--- src/inc/sceltc_pkg.sv ---
package sceltc_pkg;
    // register map, byte addresses on a 32-bit bus
    localparam logic [3:0] SCELTC_OFS_MODE = 4'h0;
    localparam logic [3:0] SCELTC_OFS_ALARM = 4'h4;
    localparam logic [3:0] SCELTC_OFS_VALUE = 4'h8;
    localparam logic [3:0] SCELTC_OFS_STATUS = 4'hC;
    localparam int SCELTC_ADDR_BITS = 4;

    // timer_mode field positions
    localparam int SCELTC_MODE_DIV_LSB = 0;
    localparam int SCELTC_MODE_DIV_MSB = 15;
    localparam int SCELTC_MODE_ALM_IEN = 16;
    localparam int SCELTC_MODE_INC_IEN = 17;
    localparam int SCELTC_MODE_RESTART = 18;
    localparam int SCELTC_MODE_DISABLE = 20;
    localparam int SCELTC_MODE_SEC_SEL = 24;

    // timer_status field positions
    localparam int SCELTC_STAT_ALARM = 0;
    localparam int SCELTC_STAT_INC = 1;

    // reset values
    localparam logic [15:0] SCELTC_DIV_RESET = 16'h8000;
    localparam logic [31:0] SCELTC_ALARM_RESET = 32'hFFFF_FFFF;
    localparam logic [31:0] SCELTC_COUNT_RESET = 32'h0000_0000;

    // widths
    localparam int SCELTC_DIV_W = 16;
    localparam int SCELTC_CNT_W = 32;

    // slow-clock edges between a status read and the flag clear
    localparam logic [1:0] SCELTC_CLEAR_LAG = 2'h2;

    // ahb-lite encodings
    localparam logic [1:0] SCELTC_HTRANS_NONSEQ = 2'h2;
    localparam logic SCELTC_HRESP_OKAY = 1'b0;

    typedef enum logic [1:0] {
        SCELTC_BUS_IDLE,
        SCELTC_BUS_WRITE,
        SCELTC_BUS_READ_WAIT,
        SCELTC_BUS_READ_DATA
    } sceltc_bus_t;
endpackage

--- src/verilog/sceltc_prescaler.sv ---
`timescale 1ns/1ps
`default_nettype none
module sceltc_prescaler
    import sceltc_pkg::*;
#(
    parameter int DIV_W = SCELTC_DIV_W
) (
    input wire logic i_core_clk,
    input wire logic i_resetn,
    input wire logic i_step,
    input wire logic i_restart,
    input wire logic [DIV_W-1:0] i_divisor,
    output logic o_rollover
);
    logic [DIV_W-1:0] div_count_reg;
    logic [DIV_W-1:0] terminal;

    // a divisor of zero wraps the terminal to all ones, a full 2^DIV_W period
    assign terminal = i_divisor - {{(DIV_W-1){1'b0}}, 1'b1};
    assign o_rollover = i_step && !i_restart && (div_count_reg == terminal);

    always_ff @(posedge i_core_clk or negedge i_resetn) begin
        if (!i_resetn) begin
            div_count_reg <= '0;
        end else if (i_restart) begin
            div_count_reg <= '0;
        end else if (o_rollover) begin
            div_count_reg <= '0;
        end else if (i_step) begin
            div_count_reg <= div_count_reg + {{(DIV_W-1){1'b0}}, 1'b1};
        end
    end
endmodule
`default_nettype wire

--- src/verilog/sceltc_top.sv ---
// Functional notes
// 32-bit up-counter advances once per period of a 16-bit slow-clock divider.
// divider period is divisor slow clocks, or 65536 when divisor is zero.
// counter wraps from all ones to zero and keeps counting.
// mode bit 24 picks divider roll-over or external 1 Hz tick as count source.
// with the 1 Hz tick selected the divider still runs and flags increments.
// every divider roll-over sets increment_flag, status bit 1.
// alarm_flag, status bit 0, sets when counter equals alarm_match_value plus one.
// alarm register resets to all ones.
// reading the status register clears both flags.
// that clear lands two slow-clock cycles after the read.
// interrupt is alarm_flag with bit 16, or increment_flag with bit 17.
// writing 1 to bit 18 restarts the divider and clears the counter.
// bit 20 set stops divider and counter.
// value register reads the present counter.
// software reads the value twice and keeps it once two reads agree.
// software clears increment_irq_en before changing the divisor.
// software clears alarm_irq_en before changing the alarm value.
// divisor of 3 or more recommended; 1 or 2 may lose events.
// mode register resets with divisor 0x8000.
// slow clock and 1 Hz tick are brought into the core clock safely; the code has no synchronizer and takes both as already synchronous.
//
// Register access over AHB-Lite was left to the implementer.
`timescale 1ns/1ps
`default_nettype none
module sceltc_top
    import sceltc_pkg::*;
#(
    parameter int DIV_W = SCELTC_DIV_W,
    parameter int CNT_W = SCELTC_CNT_W
) (
    input wire logic i_core_clk,
    input wire logic i_resetn,
    input wire logic i_slow_clock,
    input wire logic i_second_tick,
    input wire logic i_hsel,
    input wire logic [31:0] i_haddr,
    input wire logic [1:0] i_htrans,
    input wire logic i_hwrite,
    input wire logic [2:0] i_hsize,
    input wire logic [31:0] i_hwdata,
    input wire logic i_hready,
    output logic o_hreadyout,
    output logic o_hresp,
    output logic [31:0] o_hrdata,
    output logic o_irq
);
    ////////////////////////////////////////////////////////////////////////
    // register and state declarations
    sceltc_bus_t bus_state_reg;
    logic [SCELTC_ADDR_BITS-1:0] bus_addr_reg;
    logic [31:0] hrdata_reg;
    logic [DIV_W-1:0] prescale_divisor_reg;
    logic alarm_irq_en_reg;
    logic increment_irq_en_reg;
    logic timer_disable_reg;
    logic calibrated_second_select_reg;
    logic [CNT_W-1:0] alarm_match_value_reg;
    logic [CNT_W-1:0] current_count_reg;
    logic [CNT_W-1:0] current_count_next;
    logic alarm_flag_reg;
    logic increment_flag_reg;
    logic slow_prev_reg;
    logic tick_prev_reg;
    logic clear_pending_reg;
    logic [1:0] clear_lag_reg;

    logic addr_accept;
    logic write_commit;
    logic read_capture;
    logic mode_write;
    logic alarm_write;
    logic restart_pulse;
    logic status_read;
    logic slow_edge;
    logic tick_edge;
    logic div_step;
    logic div_rollover;
    logic count_advance;
    logic alarm_hit;
    logic flag_clear;
    logic [31:0] read_mux;

    ////////////////////////////////////////////////////////////////////////
    // ahb-lite slave: writes take no wait state, reads take one so that
    // a read right behind a write already sees the written value
    assign addr_accept = i_hsel && i_hready && (i_htrans == SCELTC_HTRANS_NONSEQ);
    assign o_hreadyout = (bus_state_reg != SCELTC_BUS_READ_WAIT);
    assign o_hresp = SCELTC_HRESP_OKAY;
    assign o_hrdata = hrdata_reg;
    assign write_commit = (bus_state_reg == SCELTC_BUS_WRITE);
    assign read_capture = (bus_state_reg == SCELTC_BUS_READ_WAIT);

    always_ff @(posedge i_core_clk or negedge i_resetn) begin
        if (!i_resetn) begin
            bus_state_reg <= SCELTC_BUS_IDLE;
        end else begin
            case (bus_state_reg)
                SCELTC_BUS_READ_WAIT: begin
                    bus_state_reg <= SCELTC_BUS_READ_DATA;
                end
                SCELTC_BUS_IDLE,
                SCELTC_BUS_WRITE,
                SCELTC_BUS_READ_DATA: begin
                    if (addr_accept) begin
                        bus_state_reg <= i_hwrite ? SCELTC_BUS_WRITE : SCELTC_BUS_READ_WAIT;
                    end else begin
                        bus_state_reg <= SCELTC_BUS_IDLE;
                    end
                end
                default: begin
                    bus_state_reg <= SCELTC_BUS_IDLE;
                end
            endcase
        end
    end

    // the address is latched only at a taken address phase; during the read
    // wait hready is low, so no later phase can overwrite it
    always_ff @(posedge i_core_clk or negedge i_resetn) begin
        if (!i_resetn) begin
            bus_addr_reg <= '0;
        end else if (addr_accept && (bus_state_reg != SCELTC_BUS_READ_WAIT)) begin
            bus_addr_reg <= i_haddr[SCELTC_ADDR_BITS-1:0];
        end
    end

    // low address bits only; hsel already decodes the block's window
    assign mode_write = write_commit && (bus_addr_reg == SCELTC_OFS_MODE);
    assign alarm_write = write_commit && (bus_addr_reg == SCELTC_OFS_ALARM);
    assign restart_pulse = mode_write && i_hwdata[SCELTC_MODE_RESTART];
    assign status_read = read_capture && (bus_addr_reg == SCELTC_OFS_STATUS);

    always_comb begin
        // reserved bits and unmapped offsets read as zero
        read_mux = 32'h0000_0000;
        case (bus_addr_reg)
            SCELTC_OFS_MODE: begin
                read_mux[SCELTC_MODE_DIV_MSB:SCELTC_MODE_DIV_LSB] = prescale_divisor_reg;
                read_mux[SCELTC_MODE_ALM_IEN] = alarm_irq_en_reg;
                read_mux[SCELTC_MODE_INC_IEN] = increment_irq_en_reg;
                read_mux[SCELTC_MODE_DISABLE] = timer_disable_reg;
                read_mux[SCELTC_MODE_SEC_SEL] = calibrated_second_select_reg;
            end
            SCELTC_OFS_ALARM: begin
                read_mux = alarm_match_value_reg;
            end
            SCELTC_OFS_VALUE: begin
                read_mux = current_count_reg;
            end
            SCELTC_OFS_STATUS: begin
                read_mux[SCELTC_STAT_ALARM] = alarm_flag_reg;
                read_mux[SCELTC_STAT_INC] = increment_flag_reg;
            end
            default: begin
                read_mux = 32'h0000_0000;
            end
        endcase
    end

    always_ff @(posedge i_core_clk or negedge i_resetn) begin
        if (!i_resetn) begin
            hrdata_reg <= 32'h0000_0000;
        end else if (read_capture) begin
            hrdata_reg <= read_mux;
        end
    end

    ////////////////////////////////////////////////////////////////////////
    // control registers
    // the restart bit is a strobe and is never stored, so it reads back as 0;
    // a divisor change with the increment interrupt on may give one odd period
    always_ff @(posedge i_core_clk or negedge i_resetn) begin
        if (!i_resetn) begin
            prescale_divisor_reg <= SCELTC_DIV_RESET;
            alarm_irq_en_reg <= 1'b0;
            increment_irq_en_reg <= 1'b0;
            timer_disable_reg <= 1'b0;
            calibrated_second_select_reg <= 1'b0;
        end else if (mode_write) begin
            prescale_divisor_reg <= i_hwdata[SCELTC_MODE_DIV_MSB:SCELTC_MODE_DIV_LSB];
            alarm_irq_en_reg <= i_hwdata[SCELTC_MODE_ALM_IEN];
            increment_irq_en_reg <= i_hwdata[SCELTC_MODE_INC_IEN];
            timer_disable_reg <= i_hwdata[SCELTC_MODE_DISABLE];
            calibrated_second_select_reg <= i_hwdata[SCELTC_MODE_SEC_SEL];
        end
    end

    always_ff @(posedge i_core_clk or negedge i_resetn) begin
        if (!i_resetn) begin
            alarm_match_value_reg <= SCELTC_ALARM_RESET;
        end else if (alarm_write) begin
            // a new alarm value applies from the next counter step
            alarm_match_value_reg <= i_hwdata;
        end
    end

    ////////////////////////////////////////////////////////////////////////
    // slow clock and 1 Hz tick arrive synchronous to the core clock, so a
    // single previous-value flop per input is enough to find rising edges
    always_ff @(posedge i_core_clk or negedge i_resetn) begin
        if (!i_resetn) begin
            slow_prev_reg <= 1'b0;
            tick_prev_reg <= 1'b0;
        end else begin
            slow_prev_reg <= i_slow_clock;
            tick_prev_reg <= i_second_tick;
        end
    end

    assign slow_edge = i_slow_clock && !slow_prev_reg;
    assign tick_edge = i_second_tick && !tick_prev_reg;

    ////////////////////////////////////////////////////////////////////////
    // divider and counter
    // disable gates every step, so only a restart write moves divider and counter while the timer is off
    assign div_step = slow_edge && !timer_disable_reg;

    sceltc_prescaler #(
        .DIV_W(DIV_W)
    ) u_prescaler (
        .i_core_clk(i_core_clk),
        .i_resetn(i_resetn),
        .i_step(div_step),
        .i_restart(restart_pulse),
        .i_divisor(prescale_divisor_reg),
        .o_rollover(div_rollover)
    );

    // the divider keeps rolling with the tick selected; it only loses the counter
    always_comb begin
        if (calibrated_second_select_reg) begin
            count_advance = tick_edge && !timer_disable_reg;
        end else begin
            count_advance = div_rollover;
        end
    end

    assign current_count_next = current_count_reg + {{(CNT_W-1){1'b0}}, 1'b1};

    always_ff @(posedge i_core_clk or negedge i_resetn) begin
        if (!i_resetn) begin
            current_count_reg <= SCELTC_COUNT_RESET;
        end else if (restart_pulse) begin
            // restart beats a same-cycle advance so the first period after it is whole
            current_count_reg <= SCELTC_COUNT_RESET;
        end else if (count_advance) begin
            current_count_reg <= current_count_next;
        end
    end

    // compare on the step that lands the counter on the alarm value plus one
    assign alarm_hit = count_advance && !restart_pulse &&
        (current_count_next == (alarm_match_value_reg + {{(CNT_W-1){1'b0}}, 1'b1}));

    ////////////////////////////////////////////////////////////////////////
    // status flags; the read-clear waits for two slow-clock edges, so a
    // divisor of 1 or 2 can see a new event swallowed by a late clear
    always_ff @(posedge i_core_clk or negedge i_resetn) begin
        if (!i_resetn) begin
            clear_pending_reg <= 1'b0;
            clear_lag_reg <= 2'h0;
        end else if (status_read) begin
            // a second status read inside the lag starts the count again
            clear_pending_reg <= 1'b1;
            clear_lag_reg <= 2'h0;
        end else if (flag_clear) begin
            clear_pending_reg <= 1'b0;
            clear_lag_reg <= 2'h0;
        end else if (clear_pending_reg && slow_edge) begin
            clear_lag_reg <= clear_lag_reg + 2'h1;
        end
    end

    assign flag_clear = clear_pending_reg && slow_edge &&
        (clear_lag_reg == (SCELTC_CLEAR_LAG - 2'h1));

    // a set in the clearing cycle wins over the clear
    always_ff @(posedge i_core_clk or negedge i_resetn) begin
        if (!i_resetn) begin
            increment_flag_reg <= 1'b0;
        end else if (div_rollover) begin
            increment_flag_reg <= 1'b1;
        end else if (flag_clear) begin
            increment_flag_reg <= 1'b0;
        end
    end

    always_ff @(posedge i_core_clk or negedge i_resetn) begin
        if (!i_resetn) begin
            alarm_flag_reg <= 1'b0;
        end else if (alarm_hit) begin
            alarm_flag_reg <= 1'b1;
        end else if (flag_clear) begin
            alarm_flag_reg <= 1'b0;
        end
    end

    // stays high through the clear lag after a status read
    assign o_irq = (alarm_flag_reg && alarm_irq_en_reg) ||
        (increment_flag_reg && increment_irq_en_reg);
endmodule
`default_nettype wire
--- config.mk ---
export PLATFORM = sky130hd
export DESIGN_NAME = sceltc_top
export DESIGN_NICKNAME = d
export VERILOG_FILES = /design/src/inc/sceltc_pkg.sv /design/src/verilog/sceltc_prescaler.sv /design/src/verilog/sceltc_top.sv
export SDC_FILE = /design/constraint.sdc
export NUM_CORES = 1
export LEC_CHECK = 0
export ABC_CLOCK_PERIOD_IN_PS = 4510
export BUFFER_PORTS_ARGS = -buffer_cell sky130_fd_sc_hd__buf_4
export CORE_MARGIN = 2
export CORE_UTILIZATION = 50
export CTS_BUF_LIST = sky130_fd_sc_hd__clkbuf_4
export CTS_CLUSTER_SIZE = 8
export DETAILED_ROUTE_END_ITERATION = 12
export PLACE_DENSITY = 0.73
export SYNTH_ARGS = -nofsm -noshare
export SYNTH_HDL_FRONTEND = slang
export SYNTH_HIERARCHICAL = 1
export SYNTH_SLANG_ARGS = --single-unit
export TNS_END_PERCENT = 20
--- constraint.sdc ---
create_clock -name i_core_clk -period 4.51 [get_ports i_core_clk]
set_input_delay 0.2255 -clock i_core_clk [delete_from_list [all_inputs] [get_ports i_core_clk]]
set_output_delay 0.2255 -clock i_core_clk [all_outputs]
set_load 0.03 [all_outputs]
==> impl_metrics.prom, run 1 <==
# TYPE chip_impl_metric gauge
chip_impl_metric{name="met1Wirelength",unit="µm"} 11000
chip_impl_metric{name="cellLeakagePower",unit="nW"} 4.29
chip_impl_metric{name="grt_start_max_net_pins",unit=""} 108
chip_impl_metric{name="power_per_cell_area",unit="nW/µm²"} 569
chip_impl_metric{name="synth_area",unit="µm²"} 8910
chip_impl_metric{name="place_congestion",unit=""} 0.949
chip_impl_metric{name="met3WireLength",unit="µm"} 1330
chip_impl_info{name="critPathKind",value="flip-flop to flip-flop"} 1
chip_impl_metric{name="avgSynthCellArea",unit="µm²"} 9.78
chip_impl_metric{name="clock_insertion_delay_at_the_later_pin_of_the_skew_report",unit="ns"} 0.59
chip_impl_metric{name="globalRouteOverflowTotal",unit=""} 0
chip_impl_metric{name="report.final.slew_viol_count",unit=""} 0
chip_impl_metric{name="post-dp-hpwl",unit="µm"} 16000
chip_impl_info{name="critical-path-top-cell-by-count",value="sky130_fd_sc_hd__nand4_1"} 1
chip_impl_metric{name="cts-buffers-inserted",unit=""} 17
chip_impl_metric{name="route.met2.wl",unit="µm"} 10400
chip_impl_info{name="highest-signal-layer",value="met4"} 1
chip_impl_metric{name="synth-warning-count",unit=""} 6
chip_impl_info{name="layout_common_cells",value="111 x sky130_fd_sc_hd__dfrtp_1, 95 x sky130_fd_sc_hd__buf_4, 88 x sky130_fd_sc_hd__nand2_1, 84 x sky130_fd_sc_hd__xnor2_1, 63 x sky130_fd_sc_hd__nor2_1"} 1
chip_impl_metric{name="port-buffer-count",unit=""} 78
chip_impl_metric{name="initial_drc_count",unit=""} 600
chip_impl_metric{name="effective_utilization_at_floorplan",unit="%"} 51.3
chip_impl_info{name="run_status",value="complete, no violations"} 1
chip_impl_info{name="synth_top_flop_cell",value="sky130_fd_sc_hd__dfrtp_1"} 1
chip_impl_metric{name="max_slew.worst_pin.slew",unit="ns"} 1.12
chip_impl_info{name="worst_setup_path_end_kind",value="flip-flop"} 1
chip_impl_metric{name="seq_area_frac_synth",unit="%"} 41.2
chip_impl_metric{name="routedWlPerCell",unit="µm"} 18.4
chip_impl_metric{name="hold_vio_cnt_final",unit=""} 0
chip_impl_metric{name="cts_max_path_buffers",unit=""} 2
chip_impl_info{name="clockRootBuffer",value="sky130_fd_sc_hd__clkbuf_4"} 1
chip_impl_info{name="hold_path.class",value="input port to flip-flop"} 1
chip_impl_metric{name="die_w",unit="µm"} 138
chip_impl_metric{name="postRouteAntennaNets",unit=""} 0
chip_impl_info{name="crit_family",value="simple AND/OR/NAND/NOR gates"} 1
chip_impl_metric{name="synth.ff_latch_count",unit=""} 145
chip_impl_metric{name="cap_viol_max_count",unit=""} 0
chip_impl_metric{name="final_layout_size_suffix_gt1_share",unit="%"} 23.8
chip_impl_metric{name="viasPerCell",unit=""} 5.90
chip_impl_info{name="tritoncts",value="yes"} 1
chip_impl_metric{name="post-route-period-util",unit="%"} 93.2
chip_impl_metric{name="pin_count",unit=""} 111
chip_impl_info{name="critPathSlowestCell",value="sky130_fd_sc_hd__or4_1"} 1
chip_impl_metric{name="nNetsFinal",unit=""} 1091
chip_impl_metric{name="synth_edf_count",unit=""} 0
chip_impl_info{name="crit_chain",value="inv_1 > ha_1 > or4b_4 > or3_4 > a21oi_2 > o22ai_1 > or4_1 > nor4_4 > buf_4 > mux2_2 > nand4_1 > nor4_2 > nand3_1 > nor3_2 > nand4_1 > o41ai_2"} 1
chip_impl_metric{name="report.power.total",unit="mW"} 5.96
chip_impl_metric{name="clock.fmax",unit="MHz"} 238
chip_impl_metric{name="detail_route.first_pass.iterations",unit=""} 5
chip_impl_metric{name="chipHeight",unit="µm"} 138
chip_impl_metric{name="coreArea",unit="µm²"} 17400
chip_impl_metric{name="critical_path_buf_inv_count",unit=""} 2
chip_impl_metric{name="finClkSkew",unit="ns"} 0.0235
chip_impl_metric{name="syn_nets",unit=""} 991
chip_impl_info{name="rsz_0062_raised_after_global_routing",value="false"} 1
chip_impl_metric{name="power.ir.vdd_worst",unit="mV"} 0.355
chip_impl_info{name="mostFrequentLayoutCell",value="sky130_fd_sc_hd__dfrtp_1"} 1
chip_impl_metric{name="final_routed_wirelength",unit="µm"} 23000
chip_impl_metric{name="final_sum_of_negative_setup_slack",unit="ns"} 0
chip_impl_metric{name="async_flop_share",unit="%"} 100
chip_impl_metric{name="relSlewSlack",unit="%"} 25.0
chip_impl_metric{name="finalWorstSetupSlack",unit="ns"} 0.308
chip_impl_metric{name="crit_path_max_fanout",unit=""} 6
chip_impl_metric{name="post_synth_num_cell_types",unit=""} 74
chip_impl_metric{name="synthesized_instance_count",unit=""} 911
chip_impl_metric{name="period_needed",unit="ns"} 4.20
chip_impl_metric{name="cts_sinks",unit=""} 145
chip_impl_metric{name="wire_length_of_the_first_global_routing_pass",unit="µm"} 37100
chip_impl_metric{name="cts.clk_slew.worst_paths",unit="ns"} 0.13
chip_impl_metric{name="preCtsSetupSlack",unit="ns"} 0.205
chip_impl_metric{name="worst_path_largest_cell_delay",unit="ns"} 0.56
chip_impl_metric{name="setup_violations",unit=""} 0
chip_impl_metric{name="via_count",unit=""} 7371
chip_impl_metric{name="via_count_of_the_first_global_routing_pass",unit=""} 7010
chip_impl_info{name="critical_path.startpoint_type",value="flip-flop"} 1
chip_impl_metric{name="grt_antenna_before_repair",unit=""} 1
chip_impl_metric{name="fp.dieArea",unit="µm²"} 18900
chip_impl_metric{name="drcViolationCount",unit=""} 0
chip_impl_metric{name="worst_ep_required_time",unit="ns"} 5.01
chip_impl_metric{name="fp-row-count",unit=""} 48
chip_impl_metric{name="ctsHtreeMaxLevel",unit=""} 4
chip_impl_metric{name="worstPathArrival",unit="ns"} 4.70
chip_impl_metric{name="grt.total_usage",unit="%"} 25.5
chip_impl_metric{name="worst-r2r-setup-slack",unit="ns"} 0.31
chip_impl_metric{name="area_delta_synth_final",unit="%"} 17.6
==> where the power goes <==
part	switching, mW	total, mW	internal (mW)
clock network	0.506	0.999	0.492
logic	1.33	2.52	1.20
registers	0.602	2.44	1.84
total	2.43	5.96	3.53
==> worst min-delay path, delay by kind of cell <==
family | cells | cell delay, ns
simple gates | 3 | 0.29
compound gates | 1 | 0.09
buf+inv | 1 | 0.11
==> Yosys cell counts (8+ instances only) <==
| cell type | number | area share [%] |
|---|---|---|
| sky130_fd_sc_hd__dfrtp_1 | 112 | 31 |
| sky130_fd_sc_hd__nand2_1 | 88 | 3.7 |
| sky130_fd_sc_hd__xnor2_1 | 84 | 8.3 |
| sky130_fd_sc_hd__nor2_1 | 64 | 2.7 |
| sky130_fd_sc_hd__mux2_2 | 55 | 7.0 |
| sky130_fd_sc_hd__o21ai_0 | 45 | 2.5 |
| sky130_fd_sc_hd__xor2_1 | 40 | 3.9 |
| sky130_fd_sc_hd__clkbuf_1 | 39 | 1.6 |
| sky130_fd_sc_hd__nand3_1 | 34 | 1.9 |
| sky130_fd_sc_hd__dfstp_2 | 33 | 9.7 |
| sky130_fd_sc_hd__nand4_1 | 33 | 2.3 |
| sky130_fd_sc_hd__mux2i_1 | 23 | 2.6 |
| sky130_fd_sc_hd__a22o_1 | 21 | 2.1 |
| sky130_fd_sc_hd__nor4_1 | 21 | 1.5 |
| sky130_fd_sc_hd__nor3_1 | 16 | 0.90 |
| sky130_fd_sc_hd__a22oi_1 | 13 | 1.1 |
| sky130_fd_sc_hd__or3_1 | 13 | 0.91 |
| sky130_fd_sc_hd__a211o_1 | 12 | 1.2 |
| sky130_fd_sc_hd__a21oi_1 | 12 | 0.67 |
| sky130_fd_sc_hd__inv_1 | 12 | 0.51 |
| sky130_fd_sc_hd__nor4bb_1 | 10 | 1.1 |
| sky130_fd_sc_hd__and3_1 | 8 | 0.56 |
| sky130_fd_sc_hd__and4_1 | 8 | 0.79 |
==> final cells by class <==
class	count	area (µm²)
diodes	1	2.50
fillers	1485	6880
inverters	13	48.8
clock buffers	17	128
flip-flops and latches	145	3670
multi-input cells	695	4970
well taps	225	282
clock inverters	15	215
repair buffers	139	1150
==> cells by family after synthesis <==
group,count (synthesis),synth area share (%)
adders and majority gates,4,0.562
DFF,145,41.2
other,1,0.0421
and+or+nand+nor,350,21.8
xor gates and xnor gates,125,12.4
buffers and inverters,71,3.51
muxes,80,10.0
AOI/OAI and AO/OA,135,10.5
==> layer usage <==
metal | up-vias | GRT usage [%]
met1 | 3615 | 36.5
met5 | - | 0
met2 | 244 | 40.0
met3 | 26 | 4.12
met4 | 0 | 7.27
li1 | 3486 | -
==> timing repair <==
action,CTS,global route
hold buffers,43,0
resized for setup,0,6
buffers inserted,0,1
setup endpoints to repair,0,1
endpoints found under the hold margin,146,0
==> path summary, 6_finish.rpt <==
path,startpoint,endpoint,depth (start not counted)
setup reg to reg,prescale_divisor_reg[0]$_DFFE_PN0P_,alarm_flag_reg$_DFFE_PN0P_,16
hold reg to reg,o_hrdata[18]$_DFFE_PN0N_,o_hrdata[18]$_DFFE_PN0N_,2
hold / removal,i_htrans[1],bus_addr_reg[2]$_DFFE_PN0P_,5
min in group asynchronous,i_resetn,bus_addr_reg[2]$_DFFE_PN0P_,2
max in group asynchronous,i_resetn,alarm_match_value_reg[5]$_DFFE_PN1P_,3
setup / recovery,prescale_divisor_reg[0]$_DFFE_PN0P_,alarm_flag_reg$_DFFE_PN0P_,16
==> through the flow <==
step | hold WS [ns] | cell area, µm² | util (%) | instances
floorplan | -0.0701 | 8910 | - | 911
global placement | 0.351 | 9660 | 55.7 | 1173
detailed placement | 0.349 | 9660 | 55.7 | 1173
CTS | 0.167 | 10400 | 60.1 | 1248
global route | 0.185 | 10500 | 60.4 | 1250
finish | 0.174 | 10500 | 60.4 | 1250
Power figures use the tool's default switching activity.
==> inputs of run 2 (changes only) <==
--- a/config.mk
+++ b/config.mk
@@ -12,7 +12,7 @@
 export CTS_BUF_LIST = sky130_fd_sc_hd__clkbuf_4
 export CTS_CLUSTER_SIZE = 8
 export DETAILED_ROUTE_END_ITERATION = 12
-export PLACE_DENSITY = 0.73
+export PLACE_DENSITY = 0.75
 export SYNTH_ARGS = -nofsm -noshare
 export SYNTH_HDL_FRONTEND = slang
 export SYNTH_HIERARCHICAL = 1
==> impl_metrics.prom, run 2 (synthesis results as in run 1) <==
# TYPE chip_impl_metric gauge
chip_impl_metric{name="final_sum_of_negative_setup_slack",unit="ns"} 0
chip_impl_metric{name="r2r_cells",unit=""} 16
chip_impl_metric{name="cts.clk_slew.worst_paths",unit="ns"} 0.14
chip_impl_metric{name="post-dp-hpwl",unit="µm"} 15900
chip_impl_metric{name="pin_count",unit=""} 111
chip_impl_metric{name="final_layout_size_suffix_gt1_share",unit="%"} 23.8
chip_impl_metric{name="fp.dieArea",unit="µm²"} 18900
chip_impl_info{name="layout_common_cells",value="112 x sky130_fd_sc_hd__dfrtp_1, 93 x sky130_fd_sc_hd__buf_4, 88 x sky130_fd_sc_hd__nand2_1, 84 x sky130_fd_sc_hd__xnor2_1, 63 x sky130_fd_sc_hd__nor2_1"} 1
chip_impl_info{name="run_status",value="complete, no violations"} 1
chip_impl_metric{name="die_w",unit="µm"} 138
chip_impl_metric{name="power_per_cell_area",unit="nW/µm²"} 567
chip_impl_metric{name="effective_utilization_at_floorplan",unit="%"} 51.3
chip_impl_metric{name="cap_viol_max_count",unit=""} 0
chip_impl_metric{name="max_slew.worst_pin.slew",unit="ns"} 1.16
chip_impl_metric{name="grt_start_max_net_pins",unit=""} 112
chip_impl_metric{name="chipHeight",unit="µm"} 138
chip_impl_metric{name="viasPerCell",unit=""} 5.93
chip_impl_metric{name="power.ir.vdd_worst",unit="mV"} 0.361
chip_impl_info{name="clockRootBuffer",value="sky130_fd_sc_hd__clkbuf_4"} 1
chip_impl_metric{name="initial_drc_count",unit=""} 557
chip_impl_metric{name="final_routed_wirelength",unit="µm"} 22800
chip_impl_metric{name="post-route-period-util",unit="%"} 93.3
chip_impl_metric{name="min_delay_path_depth",unit=""} 5
chip_impl_metric{name="globalRouteOverflowTotal",unit=""} 0
chip_impl_metric{name="routedWlPerCell",unit="µm"} 18.3
chip_impl_metric{name="placedInstanceArea",unit="µm²"} 9650
chip_impl_metric{name="place_congestion",unit=""} 0.942
chip_impl_info{name="hold_path.class",value="input port to flip-flop"} 1
chip_impl_metric{name="wire_length_of_the_first_global_routing_pass",unit="µm"} 36600
chip_impl_metric{name="grt.total_usage",unit="%"} 25.1
chip_impl_metric{name="worst_ep_required_time",unit="ns"} 4.99
chip_impl_metric{name="nNetsFinal",unit=""} 1089
chip_impl_metric{name="report.final.slew_viol_count",unit=""} 0
chip_impl_metric{name="fp-row-count",unit=""} 48
chip_impl_metric{name="relSlewSlack",unit="%"} 22.7
chip_impl_metric{name="clock_insertion_delay_at_the_later_pin_of_the_skew_report",unit="ns"} 0.58
chip_impl_metric{name="cts_max_path_buffers",unit=""} 2
chip_impl_metric{name="cts-buffers-inserted",unit=""} 17
chip_impl_metric{name="area_delta_synth_final",unit="%"} 17.2
chip_impl_metric{name="postRouteAntennaNets",unit=""} 0
chip_impl_info{name="critPathSlowestCell",value="sky130_fd_sc_hd__or4b_4"} 1
chip_impl_metric{name="clock.fmax",unit="MHz"} 238
chip_impl_info{name="critical_path.startpoint_type",value="flip-flop"} 1
chip_impl_metric{name="setup_violations",unit=""} 0
chip_impl_metric{name="worst_path_largest_cell_delay",unit="ns"} 0.54
chip_impl_info{name="tritoncts",value="yes"} 1
chip_impl_metric{name="worstPathArrival",unit="ns"} 4.69
chip_impl_metric{name="finClkSkew",unit="ns"} 0.0351
chip_impl_metric{name="crit_path_max_fanout",unit=""} 7
chip_impl_metric{name="via_count",unit=""} 7395
chip_impl_metric{name="final_layout_fill_cell_count",unit=""} 1451
chip_impl_metric{name="via_count_of_the_first_global_routing_pass",unit=""} 7043
chip_impl_info{name="worst_setup_path_end_kind",value="flip-flop"} 1
chip_impl_metric{name="hold_vio_cnt_final",unit=""} 0
chip_impl_metric{name="detail_route.first_pass.iterations",unit=""} 7
chip_impl_info{name="rsz_0062_raised_after_global_routing",value="false"} 1
chip_impl_metric{name="grt_antenna_before_repair",unit=""} 1
chip_impl_info{name="critical-path-top-cell-by-count",value="sky130_fd_sc_hd__nand4_1"} 1
chip_impl_metric{name="fin_hold_ws",unit="ns"} 0.190
chip_impl_metric{name="cellLeakagePower",unit="nW"} 4.27
chip_impl_metric{name="ctsHtreeMaxLevel",unit=""} 4
chip_impl_metric{name="port-buffer-count",unit=""} 78
chip_impl_info{name="crit_family",value="simple AND/OR/NAND/NOR gates"} 1
chip_impl_info{name="crit_chain",value="inv_1 > ha_1 > or4b_4 > or3_4 > a21oi_2 > o22ai_1 > or4_1 > nor4_2 > buf_4 > mux2_2 > nand4_1 > nor4_1 > nand3_1 > nor3_2 > nand4_1 > o41ai_2"} 1
chip_impl_metric{name="post_route_standard_cell_area_excluding_fillers",unit="µm²"} 10400
chip_impl_metric{name="drcViolationCount",unit=""} 0
chip_impl_metric{name="critical_path_buf_inv_count",unit=""} 2
chip_impl_metric{name="cts_sinks",unit=""} 145
chip_impl_metric{name="crit_cells",unit=""} 16
chip_impl_metric{name="period_needed",unit="ns"} 4.21
chip_impl_metric{name="coreArea",unit="µm²"} 17400
chip_impl_info{name="mostFrequentLayoutCell",value="sky130_fd_sc_hd__dfrtp_1"} 1
chip_impl_info{name="critPathKind",value="flip-flop to flip-flop"} 1
[run 2: path summary, 6_finish.rpt]
check,start,to,slack [ns]
hold / removal,i_hsel,bus_addr_reg[2]$_DFFE_PN0P_,0.19
setup / recovery,prescale_divisor_reg[1]$_DFFE_PN0P_,alarm_flag_reg$_DFFE_PN0P_,0.30
hold reg to reg,o_hrdata[31]$_DFFE_PN0N_,o_hrdata[31]$_DFFE_PN0N_,0.50
setup reg to reg,prescale_divisor_reg[1]$_DFFE_PN0P_,alarm_flag_reg$_DFFE_PN0P_,0.30
min in group asynchronous,i_resetn,clear_lag_reg[0]$_DFFE_PN0P_,0.34
max in group asynchronous,i_resetn,alarm_match_value_reg[16]$_DFFE_PN1P_,3.06
[run 2: metal layers]
metal  track usage [%]  part of all wire, %  vias to the layer above
met2              39.7                   45                      231
met3              4.38                  5.5                       29
met5                 0                    0                        -
met1              35.3                   47                     3661
li1                  -                    -                     3474
met4              7.45                  2.1                        0
[run 2: power breakdown]
group,switching [mW],internal [mW]
Sequential,0.605,1.84
Combinational,1.32,1.19
Clock,0.521,0.455
[run 2: per-stage QoR]
| stage | power (mW) | setup slack [ns] | instances | utilization [%] |
|---|---|---|---|---|
| 4_1_cts | 5.90 | 0.129 | 1247 | 60.1 |
| 5_1_grt | 6.27 | 0.0259 | 1248 | 60.2 |
| 6_report | 5.92 | 0.303 | 1248 | 60.2 |
| 3_3_place_gp | 4.82 | 0.361 | 1172 | 55.6 |
| 2_1_floorplan | 4.13 | 0.329 | 911 | - |
| 3_5_place_dp | 4.88 | 0.155 | 1172 | 55.6 |
[run 2: worst register-to-register path, cell delays in order, from the launching register on]
cell                      delay, ns
sky130_fd_sc_hd__dfrtp_1       0.46
sky130_fd_sc_hd__inv_1         0.08
sky130_fd_sc_hd__ha_1          0.21
sky130_fd_sc_hd__or4b_4        0.54
sky130_fd_sc_hd__or3_4         0.41
sky130_fd_sc_hd__a21oi_2       0.17
sky130_fd_sc_hd__o22ai_1       0.09
sky130_fd_sc_hd__or4_1         0.52
sky130_fd_sc_hd__nor4_2        0.22
sky130_fd_sc_hd__buf_4         0.18
sky130_fd_sc_hd__mux2_2        0.20
sky130_fd_sc_hd__nand4_1       0.08
sky130_fd_sc_hd__nor4_1        0.29
sky130_fd_sc_hd__nand3_1       0.14
sky130_fd_sc_hd__nor3_2        0.20
sky130_fd_sc_hd__nand4_1       0.11
sky130_fd_sc_hd__o41ai_2       0.20
[run 2: area by class of cell]
| cell class | instances | area, µm² | area share [%] |
|---|---|---|---|
| Timing Repair Buffer | 137 | 1140 | 10.9 |
| Multi-Input combinational cell | 695 | 4960 | 47.5 |
| Sequential cell | 145 | 3670 | 35.1 |
| Clock buffer | 18 | 135 | 1.29 |
| Inverter | 13 | 48.8 | 0.467 |
| Tap cell | 225 | 282 | 2.69 |
| Clock inverter | 14 | 204 | 1.95 |
| Antenna cell | 1 | 2.50 | 0.0240 |
[run 2: what timing repair did]
action / in CTS / in global routing
setup endpoints to repair: 0 / 2
hold buffers: 43 / 0
buffers inserted: 0 / 0
resized for setup: 0 / 4
endpoints found under the hold margin: 148 / 0
==> inputs of run 3 (changes only) <==
--- a/config.mk
+++ b/config.mk
@@ -13,6 +13,8 @@
 export CTS_CLUSTER_SIZE = 8
 export DETAILED_ROUTE_END_ITERATION = 12
 export PLACE_DENSITY = 0.75
+export RECOVER_POWER = 50
+export SKIP_CTS_REPAIR_TIMING = 1
 export SYNTH_ARGS = -nofsm -noshare
 export SYNTH_HDL_FRONTEND = slang
 export SYNTH_HIERARCHICAL = 1
==> constraint.sdc (replaced) <==
create_clock -name i_core_clk -period 4.51 [get_ports i_core_clk]
set_input_delay 0.902 -clock i_core_clk [delete_from_list [all_inputs] [get_ports i_core_clk]]
set_output_delay 0.902 -clock i_core_clk [all_outputs]
set_load 0.03 [all_outputs]
==> impl_metrics.prom, run 3 (synthesis results as in run 1) <==
# TYPE chip_impl_metric gauge
chip_impl_metric{name="worst-r2r-setup-slack",unit="ns"} 0.34
chip_impl_metric{name="routedWlPerCell",unit="µm"} 18.5
chip_impl_metric{name="max_slew.worst_pin.slew",unit="ns"} 2.33
chip_impl_metric{name="post-route-period-util",unit="%"} 92.4
chip_impl_metric{name="drcViolationCount",unit=""} 0
chip_impl_metric{name="coreArea",unit="µm²"} 17400
chip_impl_info{name="hold_path.class",value="input port to flip-flop"} 1
chip_impl_info{name="clockRootBuffer",value="sky130_fd_sc_hd__clkbuf_4"} 1
chip_impl_metric{name="layout.core_utilization",unit="%"} 57.1
chip_impl_metric{name="grt_antenna_before_repair",unit=""} 1
chip_impl_metric{name="finalWorstSetupSlack",unit="ns"} 0.345
chip_impl_metric{name="post-dp-hpwl",unit="µm"} 16100
chip_impl_metric{name="detail_route.first_pass.iterations",unit=""} 6
chip_impl_metric{name="power_per_cell_area",unit="nW/µm²"} 577
chip_impl_metric{name="report.final.slew_viol_count",unit=""} 175
chip_impl_info{name="hold_path.startpoint",value="i_slow_clock"} 1
chip_impl_metric{name="final_sum_of_negative_setup_slack",unit="ns"} 0
chip_impl_metric{name="pin_count",unit=""} 111
chip_impl_metric{name="fp-row-count",unit=""} 48
chip_impl_metric{name="preCtsSetupSlack",unit="ns"} 0.399
chip_impl_metric{name="crit_path_max_fanout",unit=""} 4
chip_impl_info{name="reg2reg_from",value="prescale_divisor_reg[1]$_DFFE_PN0P_"} 1
chip_impl_metric{name="final_layout_size_suffix_gt1_share",unit="%"} 23.2
chip_impl_metric{name="min_delay_path_depth",unit=""} 1
chip_impl_info{name="rr_endpoint",value="alarm_flag_reg$_DFFE_PN0P_"} 1
chip_impl_info{name="tritoncts",value="yes"} 1
chip_impl_metric{name="fp.dieArea",unit="µm²"} 18900
chip_impl_metric{name="wire_length_of_the_first_global_routing_pass",unit="µm"} 36600
chip_impl_metric{name="cts_max_path_buffers",unit=""} 2
chip_impl_metric{name="worstPathArrival",unit="ns"} 4.64
chip_impl_metric{name="cts.clk_slew.worst_paths",unit="ns"} 0.13
chip_impl_metric{name="r2r_cells",unit=""} 16
chip_impl_metric{name="global_route.usage.met2",unit="%"} 38.2
chip_impl_metric{name="hold_vio_cnt_final",unit=""} 0
chip_impl_metric{name="cts-buffers-inserted",unit=""} 17
chip_impl_info{name="worst_setup_path_end_kind",value="flip-flop"} 1
chip_impl_metric{name="clock.fmax",unit="MHz"} 240
chip_impl_metric{name="cts_sinks",unit=""} 145
chip_impl_info{name="run_status",value="finished with violations"} 1
chip_impl_metric{name="globalRouteOverflowTotal",unit=""} 0
chip_impl_metric{name="grt.met3_usage",unit="%"} 5.67
chip_impl_metric{name="cap_viol_max_count",unit=""} 3
chip_impl_metric{name="finClkSkew",unit="ns"} 0.0293
chip_impl_info{name="critical_path.startpoint_type",value="flip-flop"} 1
chip_impl_info{name="violations",value="capacitance limit, slew limit"} 1
chip_impl_metric{name="place_congestion",unit=""} 0.943
chip_impl_metric{name="via_count_of_the_first_global_routing_pass",unit=""} 7000
chip_impl_metric{name="postRouteAntennaNets",unit=""} 0
chip_impl_metric{name="grt.met1_usage",unit="%"} 34.6
chip_impl_info{name="critPathKind",value="flip-flop to flip-flop"} 1
chip_impl_metric{name="final_layout_fill_cell_count",unit=""} 1559
chip_impl_metric{name="relSlewSlack",unit="%"} -55.5
chip_impl_info{name="layout_common_cells",value="112 x sky130_fd_sc_hd__dfrtp_1, 88 x sky130_fd_sc_hd__nand2_1, 84 x sky130_fd_sc_hd__xnor2_1, 83 x sky130_fd_sc_hd__buf_4, 63 x sky130_fd_sc_hd__nor2_1"} 1
chip_impl_metric{name="effective_utilization_at_floorplan",unit="%"} 51.3
chip_impl_metric{name="ctsHtreeMaxLevel",unit=""} 4
chip_impl_info{name="worstHoldEndpoint",value="slow_prev_reg$_DFF_PN0_"} 1
chip_impl_metric{name="grt_start_max_net_pins",unit=""} 95
chip_impl_info{name="rsz_0062_raised_after_global_routing",value="false"} 1
chip_impl_metric{name="final_routed_wirelength",unit="µm"} 22300
chip_impl_metric{name="die_w",unit="µm"} 138
chip_impl_metric{name="worst_ep_required_time",unit="ns"} 4.98
chip_impl_metric{name="initial_drc_count",unit=""} 538
chip_impl_metric{name="port-buffer-count",unit=""} 78
chip_impl_metric{name="power.ir.vdd_worst",unit="mV"} 0.315
chip_impl_metric{name="setup_violations",unit=""} 0
chip_impl_metric{name="area_delta_synth_final",unit="%"} 11.2
chip_impl_metric{name="viasPerCell",unit=""} 5.97
chip_impl_metric{name="clock_insertion_delay_at_the_later_pin_of_the_skew_report",unit="ns"} 0.58
chip_impl_metric{name="nNetsFinal",unit=""} 1050
chip_impl_metric{name="grt.total_usage",unit="%"} 24.9
chip_impl_info{name="mostFrequentLayoutCell",value="sky130_fd_sc_hd__dfrtp_1"} 1
chip_impl_metric{name="report.power.total",unit="mW"} 5.72
chip_impl_info{name="gr-max-usage-layer",value="met2"} 1
chip_impl_metric{name="period_needed",unit="ns"} 4.17
chip_impl_metric{name="cellLeakagePower",unit="nW"} 4.02
chip_impl_metric{name="chipHeight",unit="µm"} 138
chip_impl_metric{name="via_count",unit=""} 7220
==> run 3: cell count changes in the layout (fill, tap and decap cells not counted), sizes merged, moves of 2 or more <==
cell,change
dlygate4sd3,-43
clkbuf,+17
inv,-2
buf,-11
bufinv,-2
==> run 3: worst max-delay path: stages, from the launching register on <==
cell	delay, ns
sky130_fd_sc_hd__dfrtp_1	0.40
sky130_fd_sc_hd__inv_1	0.08
sky130_fd_sc_hd__ha_1	0.24
sky130_fd_sc_hd__or4b_1	0.52
sky130_fd_sc_hd__or3_4	0.41
sky130_fd_sc_hd__a21oi_2	0.18
sky130_fd_sc_hd__o22ai_1	0.11
sky130_fd_sc_hd__or4_1	0.51
sky130_fd_sc_hd__nor4_1	0.24
sky130_fd_sc_hd__buf_4	0.18
sky130_fd_sc_hd__mux2_2	0.20
sky130_fd_sc_hd__nand4_1	0.08
sky130_fd_sc_hd__nor4_1	0.27
sky130_fd_sc_hd__nand3_1	0.12
sky130_fd_sc_hd__nor3_1	0.19
sky130_fd_sc_hd__nand4_1	0.11
sky130_fd_sc_hd__o41ai_2	0.20
==> run 3: stage by stage <==
stage          cell area (µm²)  hold WS (ns)  cells
6_report                  9910         0.467   1210
5_1_grt                   9910         0.433   1210
4_1_cts                   9970         0.391   1208
3_5_place_dp              9680         0.473   1176
3_3_place_gp              9680         0.464   1176
2_1_floorplan             8910         0.462    911
==> run 3: cell type report <==
| cell class | instances | area (µm²) | share of cell area, % |
|---|---|---|---|
| multi-input combinational | 695 | 4940 | 49.9 |
| sequential | 145 | 3670 | 37.0 |
| antenna | 2 | 5.00 | 0.0505 |
| timing repair buffer | 98 | 681 | 6.87 |
| clock inverter | 12 | 135 | 1.36 |
| clock buffer | 20 | 150 | 1.51 |
| tap | 225 | 282 | 2.84 |
| inverter | 13 | 48.8 | 0.492 |
==> run 3: worst max path at each step <==
stage,from,endpoint,slack (ns)
2_1_floorplan,prescale_divisor_reg[0]$_DFFE_PN0P_,alarm_flag_reg$_DFFE_PN0P_,0.33
3_3_place_gp,prescale_divisor_reg[0]$_DFFE_PN0P_,alarm_flag_reg$_DFFE_PN0P_,0.43
3_5_place_dp,prescale_divisor_reg[0]$_DFFE_PN0P_,alarm_flag_reg$_DFFE_PN0P_,0.40
4_1_cts,prescale_divisor_reg[0]$_DFFE_PN0P_,alarm_flag_reg$_DFFE_PN0P_,0.35
5_1_grt,prescale_divisor_reg[0]$_DFFE_PN0P_,alarm_flag_reg$_DFFE_PN0P_,0.06
6_report,prescale_divisor_reg[1]$_DFFE_PN0P_,alarm_flag_reg$_DFFE_PN0P_,0.34
==> run 3: per-layer routing <==
metal / part of all wire [%] / vias up
met5: 0 / -
met4: 2.1 / 0
met3: 6.5 / 34
met2: 45 / 238
met1: 46 / 3549
li1: - / 3399
==> run 3: report_power, final <==
group / switching (mW) / leakage, nW / internal [mW] / total [mW]
logic: 1.29 / 2.12 / 1.14 / 2.43
clock network: 0.496 / 0.146 / 0.349 / 0.845
registers: 0.618 / 1.76 / 1.84 / 2.45
total: 2.40 / 4.02 / 3.32 / 5.72
